### src/rtl/csf_params.svh
// constants of the store/shift/flag execution block
// assumes inclusion by bare name from the rtl folder
`ifndef CSF_PARAMS_SVH
`define CSF_PARAMS_SVH

// ----------------------------------------------------------------
// register offsets (byte addresses on the slave port)
// ----------------------------------------------------------------
`define CSF_OFS_INSTR 8'h00
`define CSF_OFS_FLAGS 8'h04
`define CSF_OFS_SP 8'h08
`define CSF_OFS_STAT 8'h0C
`define CSF_OFS_GPR 8'h80

// ----------------------------------------------------------------
// instruction word fields
// ----------------------------------------------------------------
`define CSF_F_OP_LSB 0
`define CSF_F_RD_LSB 8
`define CSF_F_BIT_LSB 16
`define CSF_F_Q_LSB 24

// ----------------------------------------------------------------
// flag positions in the flags register
// ----------------------------------------------------------------
`define CSF_FLG_C 0
`define CSF_FLG_Z 1
`define CSF_FLG_N 2
`define CSF_FLG_V 3
`define CSF_FLG_S 4
`define CSF_FLG_H 5
`define CSF_FLG_T 6
`define CSF_FLG_I 7

// ----------------------------------------------------------------
// register numbers, reset values, memory map
// ----------------------------------------------------------------
`define CSF_REG_ZERO 0
`define CSF_REG_YL 28
`define CSF_REG_YH 29
`define CSF_REG_ZL 30
`define CSF_REG_ZH 31
`define CSF_SP_RST 16'h0FFF
`define CSF_FLAGS_RST 8'h00
`define CSF_NVM_BASE 16'h4000

// ----------------------------------------------------------------
// cycle counts of the executing phase
// ----------------------------------------------------------------
`define CSF_CYC_ONE 8'h01
`define CSF_CYC_POP 8'h02
`define CSF_CYC_PMR 8'h03

`endif

### src/rtl/csf_pkg.sv
// types shared by the store/shift/flag execution block
// assumes nothing beyond a SystemVerilog compiler
`default_nettype none
package csf_pkg;

  // ----------------------------------------------------------------
  // operation codes of the instruction word
  // ----------------------------------------------------------------
  typedef enum logic [5:0] {
    OP_NOP = 6'h00,
    OP_DISP_WR_Y = 6'h01,
    OP_DISP_WR_Z = 6'h02,
    OP_IND_WR = 6'h03,
    OP_IND_WR_INC = 6'h04,
    OP_IND_WR_DEC = 6'h05,
    OP_PMR_DEF = 6'h06,
    OP_PMR = 6'h07,
    OP_PMR_INC = 6'h08,
    OP_IO_RD = 6'h09,
    OP_IO_WR = 6'h0A,
    OP_PUSH = 6'h0B,
    OP_POP = 6'h0C,
    OP_SHL = 6'h0D,
    OP_SHR = 6'h0E,
    OP_ROTL = 6'h0F,
    OP_ROTR = 6'h10,
    OP_SAR = 6'h11,
    OP_IO_SET = 6'h12,
    OP_IO_CLR = 6'h13,
    OP_T_CAPTURE = 6'h14,
    OP_T_DEPOSIT = 6'h15,
    OP_FLAG_SET = 6'h16,
    OP_FLAG_CLR = 6'h17,
    OP_BREAK = 6'h18,
    OP_SLEEP = 6'h19,
    OP_WDOG_KICK = 6'h1A
  } csf_op_t;

  // ----------------------------------------------------------------
  // execution sequencer states, one-hot
  // ----------------------------------------------------------------
  typedef enum logic [5:0] {
    S_IDLE = 6'h01,
    S_EXEC = 6'h02,
    S_WAIT = 6'h04,
    S_PM2 = 6'h08,
    S_PM3 = 6'h10,
    S_DONE = 6'h20
  } csf_state_t;

endpackage
`default_nettype wire

### src/rtl/csf_bitops.sv
// single-bit select, deposit and pick on one byte
// assumes sel and din are stable same-clock values
`timescale 1ns/1ns
`default_nettype none
module csf_bitops
(
  input wire logic [2:0] sel,
  input wire logic [7:0] din,
  input wire logic tin,
  output logic [7:0] mask,
  output logic [7:0] dep,
  output logic pick
);

  // ----------------------------------------------------------------
  // per-bit decode: mask and deposit of the carried-in bit
  // ----------------------------------------------------------------
  genvar i;
  generate
    for (i = 0; i < 8; i = i + 1)
    begin : g_bit
      assign mask[i] = (sel == 3'(i));
      assign dep[i] = mask[i] ? tin : din[i];
    end
  endgenerate

  // chosen bit of the byte
  assign pick = din[sel];

endmodule
`default_nettype wire

### src/rtl/csf_core.sv
// execution core for stores, program reads, I/O, stack, shifts, flags
// assumes an Avalon-MM master, same-clock data memory, program memory
// and I/O space; memory ready comes from the arbiter on core_clk
`timescale 1ns/1ns
`default_nettype none
`include "csf_params.svh"
module csf_core
  import csf_pkg::*;
(
  input wire logic core_clk,
  input wire logic nrst,
  input wire logic [7:0] avs_address,
  input wire logic avs_read,
  input wire logic avs_write,
  input wire logic [31:0] avs_writedata,
  input wire logic [3:0] avs_byteenable,
  output logic [31:0] avs_readdata,
  output logic avs_waitrequest,
  output logic dm_req,
  output logic dm_we,
  output logic [15:0] dm_addr,
  output logic [7:0] dm_wdata,
  input wire logic [7:0] dm_rdata,
  input wire logic dm_ready,
  output logic [14:0] pm_addr,
  input wire logic [15:0] pm_rdata,
  output logic [5:0] io_addr,
  output logic io_we,
  output logic io_re,
  output logic io_set,
  output logic io_clr,
  output logic [7:0] io_wdata,
  output logic [7:0] io_mask,
  input wire logic [7:0] io_rdata,
  output logic brk_pulse,
  output logic sleep_pulse,
  output logic wdr_pulse
);

  csf_state_t state_ff, nxt_state;
  csf_op_t op_ff, nxt_op;
  logic [4:0] rd_ff, nxt_rd;
  logic [15:0] addr_ff, nxt_addr;
  logic [7:0] wdata_ff, nxt_wdata;
  logic [7:0] mask_ff, nxt_mask;
  logic [7:0] pflags_ff, nxt_pflags;
  logic [7:0] pmbyte_ff, nxt_pmbyte;
  logic [7:0] flags_ff, nxt_flags;
  logic [7:0] cyc_ff, nxt_cyc;
  logic [15:0] sp_ff, nxt_sp;
  logic nvm_ff, nxt_nvm;
  logic xtra_ff, nxt_xtra;
  logic rvalid_ff, nxt_rvalid;
  logic [31:0] rdata_ff, nxt_rdata;
  logic [7:0] gpr_ff [32];
  logic [7:0] nxt_gpr [32];

  csf_op_t acc_op;
  logic [4:0] acc_rd;
  logic [7:0] acc_val;
  logic [5:0] acc_q;
  logic [15:0] yptr, zptr;
  logic instr_wr, is_store, mem_ok;
  logic [7:0] sh_out, sh_flags, bit_mask, bit_dep;
  logic bit_pick;

  // ----------------------------------------------------------------
  // instruction fields taken straight off the write data
  // ----------------------------------------------------------------
  assign acc_op = csf_op_t'(avs_writedata[`CSF_F_OP_LSB +: 6]);
  assign acc_rd = avs_writedata[`CSF_F_RD_LSB +: 5];
  assign acc_q = avs_writedata[`CSF_F_Q_LSB +: 6];
  assign acc_val = gpr_ff[acc_rd];
  assign yptr = {gpr_ff[`CSF_REG_YH], gpr_ff[`CSF_REG_YL]};
  assign zptr = {gpr_ff[`CSF_REG_ZH], gpr_ff[`CSF_REG_ZL]};
  assign instr_wr = avs_write && (avs_address == `CSF_OFS_INSTR);

  // operands are worked out at issue so the execute cycle only commits
  csf_shifter u_shift (
    .op(acc_op),
    .din(acc_val),
    .fin(flags_ff),
    .dout(sh_out),
    .fout(sh_flags)
  );

  csf_bitops u_bits (
    .sel(avs_writedata[`CSF_F_BIT_LSB +: 3]),
    .din(acc_val),
    .tin(flags_ff[`CSF_FLG_T]),
    .mask(bit_mask),
    .dep(bit_dep),
    .pick(bit_pick)
  );

  // ----------------------------------------------------------------
  // memory handshake; nonvolatile space never completes first cycle
  // ----------------------------------------------------------------
  assign is_store = (op_ff == OP_DISP_WR_Y) || (op_ff == OP_DISP_WR_Z) ||
                    (op_ff == OP_IND_WR) || (op_ff == OP_IND_WR_INC) ||
                    (op_ff == OP_IND_WR_DEC) || (op_ff == OP_PUSH);
  assign mem_ok = dm_ready && (!nvm_ff || xtra_ff);
  assign dm_req = ((state_ff == S_EXEC) && is_store) || (state_ff == S_WAIT);
  assign dm_we = is_store;
  assign dm_addr = addr_ff;
  assign dm_wdata = wdata_ff;
  assign pm_addr = addr_ff[15:1];

  // ----------------------------------------------------------------
  // I/O strobes and control pulses, all in the execute cycle
  // ----------------------------------------------------------------
  assign io_addr = addr_ff[5:0];
  assign io_wdata = wdata_ff;
  assign io_mask = mask_ff;
  assign io_re = (state_ff == S_EXEC) && (op_ff == OP_IO_RD);
  assign io_we = (state_ff == S_EXEC) && (op_ff == OP_IO_WR);
  assign io_set = (state_ff == S_EXEC) && (op_ff == OP_IO_SET);
  assign io_clr = (state_ff == S_EXEC) && (op_ff == OP_IO_CLR);
  assign brk_pulse = (state_ff == S_EXEC) && (op_ff == OP_BREAK);
  assign sleep_pulse = (state_ff == S_EXEC) && (op_ff == OP_SLEEP);
  assign wdr_pulse = (state_ff == S_EXEC) && (op_ff == OP_WDOG_KICK);

  // ----------------------------------------------------------------
  // bus answer: issue waits for completion, reads take one wait
  // ----------------------------------------------------------------
  assign avs_waitrequest = (instr_wr && (state_ff != S_DONE)) ||
                           (avs_read && !rvalid_ff);
  assign avs_readdata = rdata_ff;

  // ----------------------------------------------------------------
  // next state of sequencer, register file, flags and bus slave
  // ----------------------------------------------------------------
  always_comb
  begin
    nxt_state = state_ff;
    nxt_op = op_ff;
    nxt_rd = rd_ff;
    nxt_addr = addr_ff;
    nxt_wdata = wdata_ff;
    nxt_mask = mask_ff;
    nxt_pflags = pflags_ff;
    nxt_pmbyte = pmbyte_ff;
    nxt_flags = flags_ff;
    nxt_cyc = cyc_ff;
    nxt_sp = sp_ff;
    nxt_nvm = nvm_ff;
    nxt_xtra = xtra_ff | dm_req;
    nxt_gpr = gpr_ff;
    nxt_rvalid = avs_read && !rvalid_ff;
    nxt_rdata = rdata_ff;
    // register reads; unmapped offsets answer zero
    if (avs_read && !rvalid_ff)
    begin
      nxt_rdata = 32'h0000_0000;
      if (avs_address[7])
        nxt_rdata = {24'h00_0000, gpr_ff[avs_address[6:2]]};
      else if (avs_address == `CSF_OFS_FLAGS)
        nxt_rdata = {24'h00_0000, flags_ff};
      else if (avs_address == `CSF_OFS_SP)
        nxt_rdata = {16'h0000, sp_ff};
      else if (avs_address == `CSF_OFS_STAT)
        nxt_rdata = {18'h0_0000, state_ff, cyc_ff};
    end
    // direct register writes only while no instruction runs
    if (avs_write && (state_ff == S_IDLE))
    begin
      if (avs_address[7] && avs_byteenable[0])
        nxt_gpr[avs_address[6:2]] = avs_writedata[7:0];
      else if ((avs_address == `CSF_OFS_FLAGS) && avs_byteenable[0])
        nxt_flags = avs_writedata[7:0];
      else if (avs_address == `CSF_OFS_SP)
      begin
        if (avs_byteenable[0])
          nxt_sp[7:0] = avs_writedata[7:0];
        if (avs_byteenable[1])
          nxt_sp[15:8] = avs_writedata[15:8];
      end
    end
    case (state_ff)
      S_IDLE:
      begin
        nxt_xtra = 1'b0;
        if (instr_wr)
        begin
          nxt_state = S_EXEC;
          nxt_op = acc_op;
          nxt_rd = (acc_op == OP_PMR_DEF) ? 5'(`CSF_REG_ZERO) : acc_rd;
          nxt_cyc = 8'h00;
          nxt_wdata = acc_val;
          nxt_mask = bit_mask;
          nxt_pflags = sh_flags;
          nxt_addr = zptr;
          case (acc_op)
            OP_DISP_WR_Y: nxt_addr = yptr + {10'h000, acc_q};
            OP_DISP_WR_Z: nxt_addr = zptr + {10'h000, acc_q};
            OP_IND_WR_DEC: nxt_addr = zptr - 16'h0001;
            OP_PUSH: nxt_addr = sp_ff;
            OP_POP: nxt_addr = sp_ff + 16'h0001;
            OP_IO_RD, OP_IO_WR, OP_IO_SET, OP_IO_CLR: nxt_addr = {10'h000, acc_q};
            default: nxt_addr = zptr;
          endcase
          case (acc_op)
            OP_SHL, OP_SHR, OP_ROTL, OP_ROTR, OP_SAR: nxt_wdata = sh_out;
            OP_T_DEPOSIT: nxt_wdata = bit_dep;
            default: nxt_wdata = acc_val;
          endcase
          case (acc_op)
            OP_T_CAPTURE:
            begin
              nxt_pflags = flags_ff;
              nxt_pflags[`CSF_FLG_T] = bit_pick;
            end
            OP_FLAG_SET: nxt_pflags = flags_ff | bit_mask;
            OP_FLAG_CLR: nxt_pflags = flags_ff & ~bit_mask;
            default: nxt_pflags = sh_flags;
          endcase
          nxt_nvm = (nxt_addr >= `CSF_NVM_BASE);
        end
      end
      S_EXEC:
      begin
        nxt_cyc = cyc_ff + 8'h01;
        nxt_state = S_DONE;
        case (op_ff)
          OP_DISP_WR_Y, OP_DISP_WR_Z, OP_IND_WR, OP_IND_WR_INC, OP_IND_WR_DEC, OP_PUSH:
          begin
            if (!mem_ok)
              nxt_state = S_WAIT;
          end
          OP_POP: nxt_state = S_WAIT;
          OP_PMR_DEF, OP_PMR, OP_PMR_INC: nxt_state = S_PM2;
          OP_IO_RD: nxt_gpr[rd_ff] = io_rdata;
          OP_SHL, OP_SHR, OP_ROTL, OP_ROTR, OP_SAR:
          begin
            nxt_gpr[rd_ff] = wdata_ff;
            nxt_flags = pflags_ff;
          end
          OP_T_DEPOSIT: nxt_gpr[rd_ff] = wdata_ff;
          OP_T_CAPTURE, OP_FLAG_SET, OP_FLAG_CLR: nxt_flags = pflags_ff;
          default: nxt_state = S_DONE;
        endcase
      end
      S_WAIT:
      begin
        nxt_cyc = cyc_ff + 8'h01;
        if (mem_ok)
        begin
          nxt_state = S_DONE;
          if (op_ff == OP_POP)
          begin
            nxt_gpr[rd_ff] = dm_rdata;
            nxt_sp = addr_ff;
          end
        end
      end
      S_PM2:
      begin
        nxt_cyc = cyc_ff + 8'h01;
        nxt_pmbyte = addr_ff[0] ? pm_rdata[15:8] : pm_rdata[7:0];
        nxt_state = S_PM3;
      end
      S_PM3:
      begin
        nxt_cyc = cyc_ff + 8'h01;
        nxt_gpr[rd_ff] = pmbyte_ff;
        if (op_ff == OP_PMR_INC)
        begin
          nxt_gpr[`CSF_REG_ZL] = nxt_addr_inc(addr_ff, 1'b0);
          nxt_gpr[`CSF_REG_ZH] = nxt_addr_inc(addr_ff, 1'b1);
        end
        nxt_state = S_DONE;
      end
      S_DONE: nxt_state = S_IDLE;
      default: nxt_state = S_IDLE;
    endcase
    // pointer and stack updates when a store completes
    if (((state_ff == S_EXEC) || (state_ff == S_WAIT)) && is_store && mem_ok)
    begin
      if (op_ff == OP_IND_WR_INC)
      begin
        nxt_gpr[`CSF_REG_ZL] = nxt_addr_inc(addr_ff, 1'b0);
        nxt_gpr[`CSF_REG_ZH] = nxt_addr_inc(addr_ff, 1'b1);
      end
      else if (op_ff == OP_IND_WR_DEC)
      begin
        nxt_gpr[`CSF_REG_ZL] = addr_ff[7:0];
        nxt_gpr[`CSF_REG_ZH] = addr_ff[15:8];
      end
      else if (op_ff == OP_PUSH)
        nxt_sp = addr_ff - 16'h0001;
    end
  end

  // byte of pointer plus one
  function automatic logic [7:0] nxt_addr_inc(input logic [15:0] a, input logic hi);
    logic [15:0] s;
    s = a + 16'h0001;
    return hi ? s[15:8] : s[7:0];
  endfunction

  // ----------------------------------------------------------------
  // state registers
  // ----------------------------------------------------------------
  always_ff @(posedge core_clk or negedge nrst)
  begin
    if (!nrst)
    begin
      state_ff <= S_IDLE;
      op_ff <= OP_NOP;
      rd_ff <= 5'h00;
      addr_ff <= 16'h0000;
      wdata_ff <= 8'h00;
      mask_ff <= 8'h00;
      pflags_ff <= `CSF_FLAGS_RST;
      pmbyte_ff <= 8'h00;
      flags_ff <= `CSF_FLAGS_RST;
      cyc_ff <= 8'h00;
      sp_ff <= `CSF_SP_RST;
      nvm_ff <= 1'b0;
      xtra_ff <= 1'b0;
      rvalid_ff <= 1'b0;
      rdata_ff <= 32'h0000_0000;
      for (int i = 0; i < 32; i++)
        gpr_ff[i] <= 8'h00;
    end
    else
    begin
      state_ff <= nxt_state;
      op_ff <= nxt_op;
      rd_ff <= nxt_rd;
      addr_ff <= nxt_addr;
      wdata_ff <= nxt_wdata;
      mask_ff <= nxt_mask;
      pflags_ff <= nxt_pflags;
      pmbyte_ff <= nxt_pmbyte;
      flags_ff <= nxt_flags;
      cyc_ff <= nxt_cyc;
      sp_ff <= nxt_sp;
      nvm_ff <= nxt_nvm;
      xtra_ff <= nxt_xtra;
      rvalid_ff <= nxt_rvalid;
      rdata_ff <= nxt_rdata;
      gpr_ff <= nxt_gpr;
    end
  end
endmodule
`default_nettype wire

### src/rtl/csf_shifter.sv
// shift and rotate unit: result byte and updated flags
// assumes op and operands come from same-clock logic
`timescale 1ns/1ns
`default_nettype none
`include "csf_params.svh"
module csf_shifter
  import csf_pkg::*;
(
  input wire csf_op_t op,
  input wire logic [7:0] din,
  input wire logic [7:0] fin,
  output logic [7:0] dout,
  output logic [7:0] fout
);

  logic cout;
  logic left;

  // ----------------------------------------------------------------
  // data path; carry always takes the bit shifted out
  // ----------------------------------------------------------------
  always_comb
  begin
    left = 1'b0;
    cout = din[0];
    case (op)
      OP_SHL:
      begin
        dout = {din[6:0], 1'b0};
        cout = din[7];
        left = 1'b1;
      end
      OP_ROTL:
      begin
        dout = {din[6:0], fin[`CSF_FLG_C]};
        cout = din[7];
        left = 1'b1;
      end
      OP_SHR: dout = {1'b0, din[7:1]};
      OP_ROTR: dout = {fin[`CSF_FLG_C], din[7:1]};
      OP_SAR: dout = {din[7], din[7:1]};
      default: dout = din;
    endcase
  end

  // ----------------------------------------------------------------
  // flags; sign flag is left alone, half carry only on left moves
  // ----------------------------------------------------------------
  always_comb
  begin
    fout = fin;
    fout[`CSF_FLG_C] = cout;
    fout[`CSF_FLG_Z] = (dout == 8'h00);
    fout[`CSF_FLG_N] = dout[7];
    fout[`CSF_FLG_V] = dout[7] ^ cout;
    if (left)
    begin
      fout[`CSF_FLG_H] = din[3];
    end
  end

endmodule
`default_nettype wire

### config.mk
export PLATFORM = sky130hd
export DESIGN_NAME = csf_core
export DESIGN_NICKNAME = d
export VERILOG_FILES = /design/src/rtl/csf_pkg.sv /design/src/rtl/csf_bitops.sv /design/src/rtl/csf_core.sv /design/src/rtl/csf_shifter.sv
export VERILOG_INCLUDE_DIRS = /design/src /design/src/rtl
export SDC_FILE = /design/constraint.sdc
export NUM_CORES = 2
export LEC_CHECK = 0
export BUFFER_PORTS_ARGS = -buffer_cell sky130_fd_sc_hd__buf_4
export CAP_MARGIN = 20
export CORE_ASPECT_RATIO = 1.2
export CORE_MARGIN = 8
export CORE_UTILIZATION = 30
export DETAILED_ROUTE_END_ITERATION = 8
export HOLD_SLACK_MARGIN = 0.05
export REMOVE_ABC_BUFFERS = 1
export SLEW_MARGIN = 5
export SYNTH_ARGS = -nofsm -noshare
export SYNTH_HDL_FRONTEND = slang
export SYNTH_SLANG_ARGS = --single-unit
### constraint.sdc
create_clock -name core_clk -period 6.34 [get_ports core_clk]
set_input_delay 0.634 -clock core_clk [delete_from_list [all_inputs] [get_ports core_clk]]
set_output_delay 0.634 -clock core_clk [all_outputs]
set_load 0.05 [all_outputs]
==> impl_metrics.env <==
export IMPL_rsz0062_at_grt="false"
export IMPL_synth_edf_count=0
export IMPL_crit_path_max_fanout=8
export IMPL_area_growth_synth_to_final_pct=10.7
export IMPL_p_leak_nw=14.4
export IMPL_final_hold_viol_count=0
export IMPL_core_area_um2=113000
export IMPL_synth_main_ff_cell="dfrtp_1"
export IMPL_maxSlewHeadroom_pct=16.1
export IMPL_syn_area_um2=34000
export IMPL_wl_per_cell_um=29.7
export IMPL_stdcell_count=5724
export IMPL_crit_path_top_delay_cell="nand4_1"
export IMPL_syn_inst=4315
export IMPL_track_usage_pct=26.0
export IMPL_htreeDepth=2
export IMPL_violations="design-rule violations"
export IMPL_worstHoldPathType="input port to asynchronous set/reset pin"
export IMPL_ff2ff_setup_slack_ps=1930
export IMPL_criticalPathCategory="register to register"
export IMPL_ant_nets=0
export IMPL_die_h_um=385
export IMPL_placementRows=135
export IMPL_nNetsFinal=4288
export IMPL_cts_resized=0
export IMPL_cp_end_kind="register"
export IMPL_die_x_um=323
export IMPL_arrival_ps=4900
export IMPL_cts_tree="built"
export IMPL_yosys_warnings=0
export IMPL_portBuffers=158
export IMPL_drt_iter0_drc=5615
export IMPL_die_area_um2=124000
export IMPL_synth_largest_area_cell="dfrtp_1"
export IMPL_start_util_pct=30.2
export IMPL_period_needed_ps=4410
export IMPL_crit_family="simple AND/OR/NAND/NOR gates"
export IMPL_antenna_found_initial=16
export IMPL_start_kind="register"
export IMPL_dp_cells=5625
export IMPL_clk_pin_slew_ps=70
export IMPL_max_stage_delay_ps=970
export IMPL_cts_buffers=46
export IMPL_finalSetupViolCount=0
export IMPL_grt_start_max_net_pins=147
export IMPL_cts_setup_buffers=0
export IMPL_crit_required_ps=6820
export IMPL_hpwl_um=109000
export IMPL_filler_cell_count=11800
export IMPL_max_freq_mhz=227
export IMPL_ys_top_cells_by_area="dfrtp_1 26%, o21ai_0 11%, mux2i_1 8.7%"
export IMPL_finClkSkew_ps=21.9
export IMPL_cap_violations=0
export IMPL_first_global_vias=35200
export IMPL_cts_root_buffer="clkbuf_16"
export IMPL_num_vias=37200
export IMPL_ctsHoldBuffers=0
export IMPL_place_congestion=1.03
export IMPL_grt_pass1_wl_um=243000
export IMPL_drt_total_wl_um=170000
export IMPL_synth_top_cell_area_share_pct=26.4
export IMPL_avgSynthCellArea_um2=7.88
export IMPL_post_route_drc_count=15
export IMPL_fin_total_pwr_w=0.00743
export IMPL_avgViaCountPerCell=6.50
export IMPL_ys_seq_elements=372
export IMPL_finalMaxSlewViolations=0
export IMPL_ys_async_sr_fraction_pct=100
export IMPL_synthMostInstantiatedCell="o21ai_0"
export IMPL_min_period_over_period_pct=69.6
export IMPL_crit_chain="nor4_2 -> nand4_1 -> nor2_2 -> mux2i_1 -> a211oi_1 -> a2111oi_0 -> a21oi_1"
export IMPL_cts_max_path_buffers=3
export IMPL_drtPass1Iterations=9
export IMPL_grt_overflow_total=0
export IMPL_synth_common_cells="731 x o21ai_0, 415 x nor2_1, 370 x a21oi_1"
export IMPL_worst_slew_pin_slew_ps=1250
export IMPL_insertion_delay_ps=620
export IMPL_ys_types=91
export IMPL_outcome="complete, but fails checks"
export IMPL_ios=184
export IMPL_crit_buf_inv=0
export IMPL_ir_drop_mv=0.194
export IMPL_drive_above_1_share_pct=12.9
export IMPL_cts_sinks=372
export IMPL_yosysSeqAreaShare_pct=27.4
export IMPL_powerDensity_nw_per_um2=197
==> cell usage in the layout, fill, tap and decap left out, types with 25 or more instances in the layout <==
master     instances
buf_4            241
xnor2_1           39
mux2i_1          297
mux4_2           119
nor2_1           409
a22oi_1           27
nand3_1           44
dfrtp_1          355
nand2_1          349
ha_1              31
inv_1             25
o21ai_0          731
nor3_1            59
a31oi_1           29
nor2b_1          221
clkbuf_16         47
a211oi_1          38
o22ai_1          243
a21oi_1          368
==> flip-flops by register name (all words and copies together), names as in the netlist, 5 cells and up <==
signal        flops
gpr_ff          256
avs_readdata     16
dm_addr          16
sp_ff            16
cyc_ff            8
dm_wdata          8
flags_ff          8
io_mask           8
pflags_ff         8
pmbyte_ff         8
op_ff             6
state_ff          6
rd_ff             5
==> cell families (layout without fill, tap and decap cells) <==
| group | count (synthesis) | count (layout) | share of synthesized area (%) |
|---|---|---|---|
| AO/OA/AOI/OAI | 1643 | 1643 | 27.8 |
| flip-flops | 372 | 372 | 27.4 |
| multiplexers | 445 | 445 | 18.1 |
| other | 1 | 22 | 0.0110 |
| buffers and inverters | 487 | 368 | 6.08 |
| adder cells (fa/ha/maj) | 33 | 33 | 1.26 |
| XOR/XNOR | 54 | 54 | 1.39 |
| AND/OR/NAND/NOR | 1280 | 1280 | 18.0 |
==> where the power goes <==
part / leakage, nW / total, W / switching [W] / internal (W)
clock: 0.788 / 0.00287 / 0.00119 / 0.00167
sequential: 4.50 / 0.00285 / 0.000291 / 0.00256
combinational: 9.10 / 0.00171 / 0.00113 / 0.000575
total: 14.4 / 0.00743 / 0.00262 / 0.00481
==> final cells by class <==
class	count	area, um2	area share (%)
clock buffers	69	1390	3.69
repair buffers	255	1960	5.21
flip-flops and latches	372	9330	24.8
multi-input cells	3471	22800	60.5
inverters	28	105	0.279
well taps	1507	1890	5.01
diodes	6	15.0	0.0399
clock inverters	16	188	0.499
==> worst reg2reg max path, cell delays in order (launching register included) <==
cell,delay (ps)
dfrtp_1,530
nor4_2,650
nand4_1,980
nor2_2,970
mux2i_1,440
a211oi_1,130
a2111oi_0,450
a21oi_1,140
==> per-stage QoR <==
step | util [%] | TNS (ps) | instance area (um2) | setup WS (ps) | hold WS, ps
6_report | 33.4 | 0 | 37600 | 1930 | 72.9
5_1_grt | 33.4 | 0 | 37600 | 1970 | 141
4_1_cts | 33.3 | 0 | 37600 | 2130 | 126
3_5_place_dp | 31.9 | 0 | 36000 | 1870 | 471
3_3_place_gp | 31.9 | 0 | 36000 | 1850 | 462
2_1_floorplan | - | -1667140 | 32100 | -8380 | 338
==> final timing paths <==
path	startpoint	cells after the start	end
worst min register to register	avs_readdata[10]	2	avs_readdata[10]
min in group core_clk	pm_rdata[1]	3	pmbyte_ff[1]
worst max-delay path	state_ff[3]	7	gpr_ff[10]
worst max register to register	state_ff[3]	7	gpr_ff[10]
worst min-delay path	nrst	1	sp_ff[14]
max in group asynchronous	nrst	2	dm_wdata[3]
==> layer usage <==
metal	wire, um	track usage (%)
met4	16600	20.4
met2	72000	38.8
met5	107	0.198
met3	22500	8.35
met1	58800	30.7
Note: power is estimated with default switching activity, not from simulation.
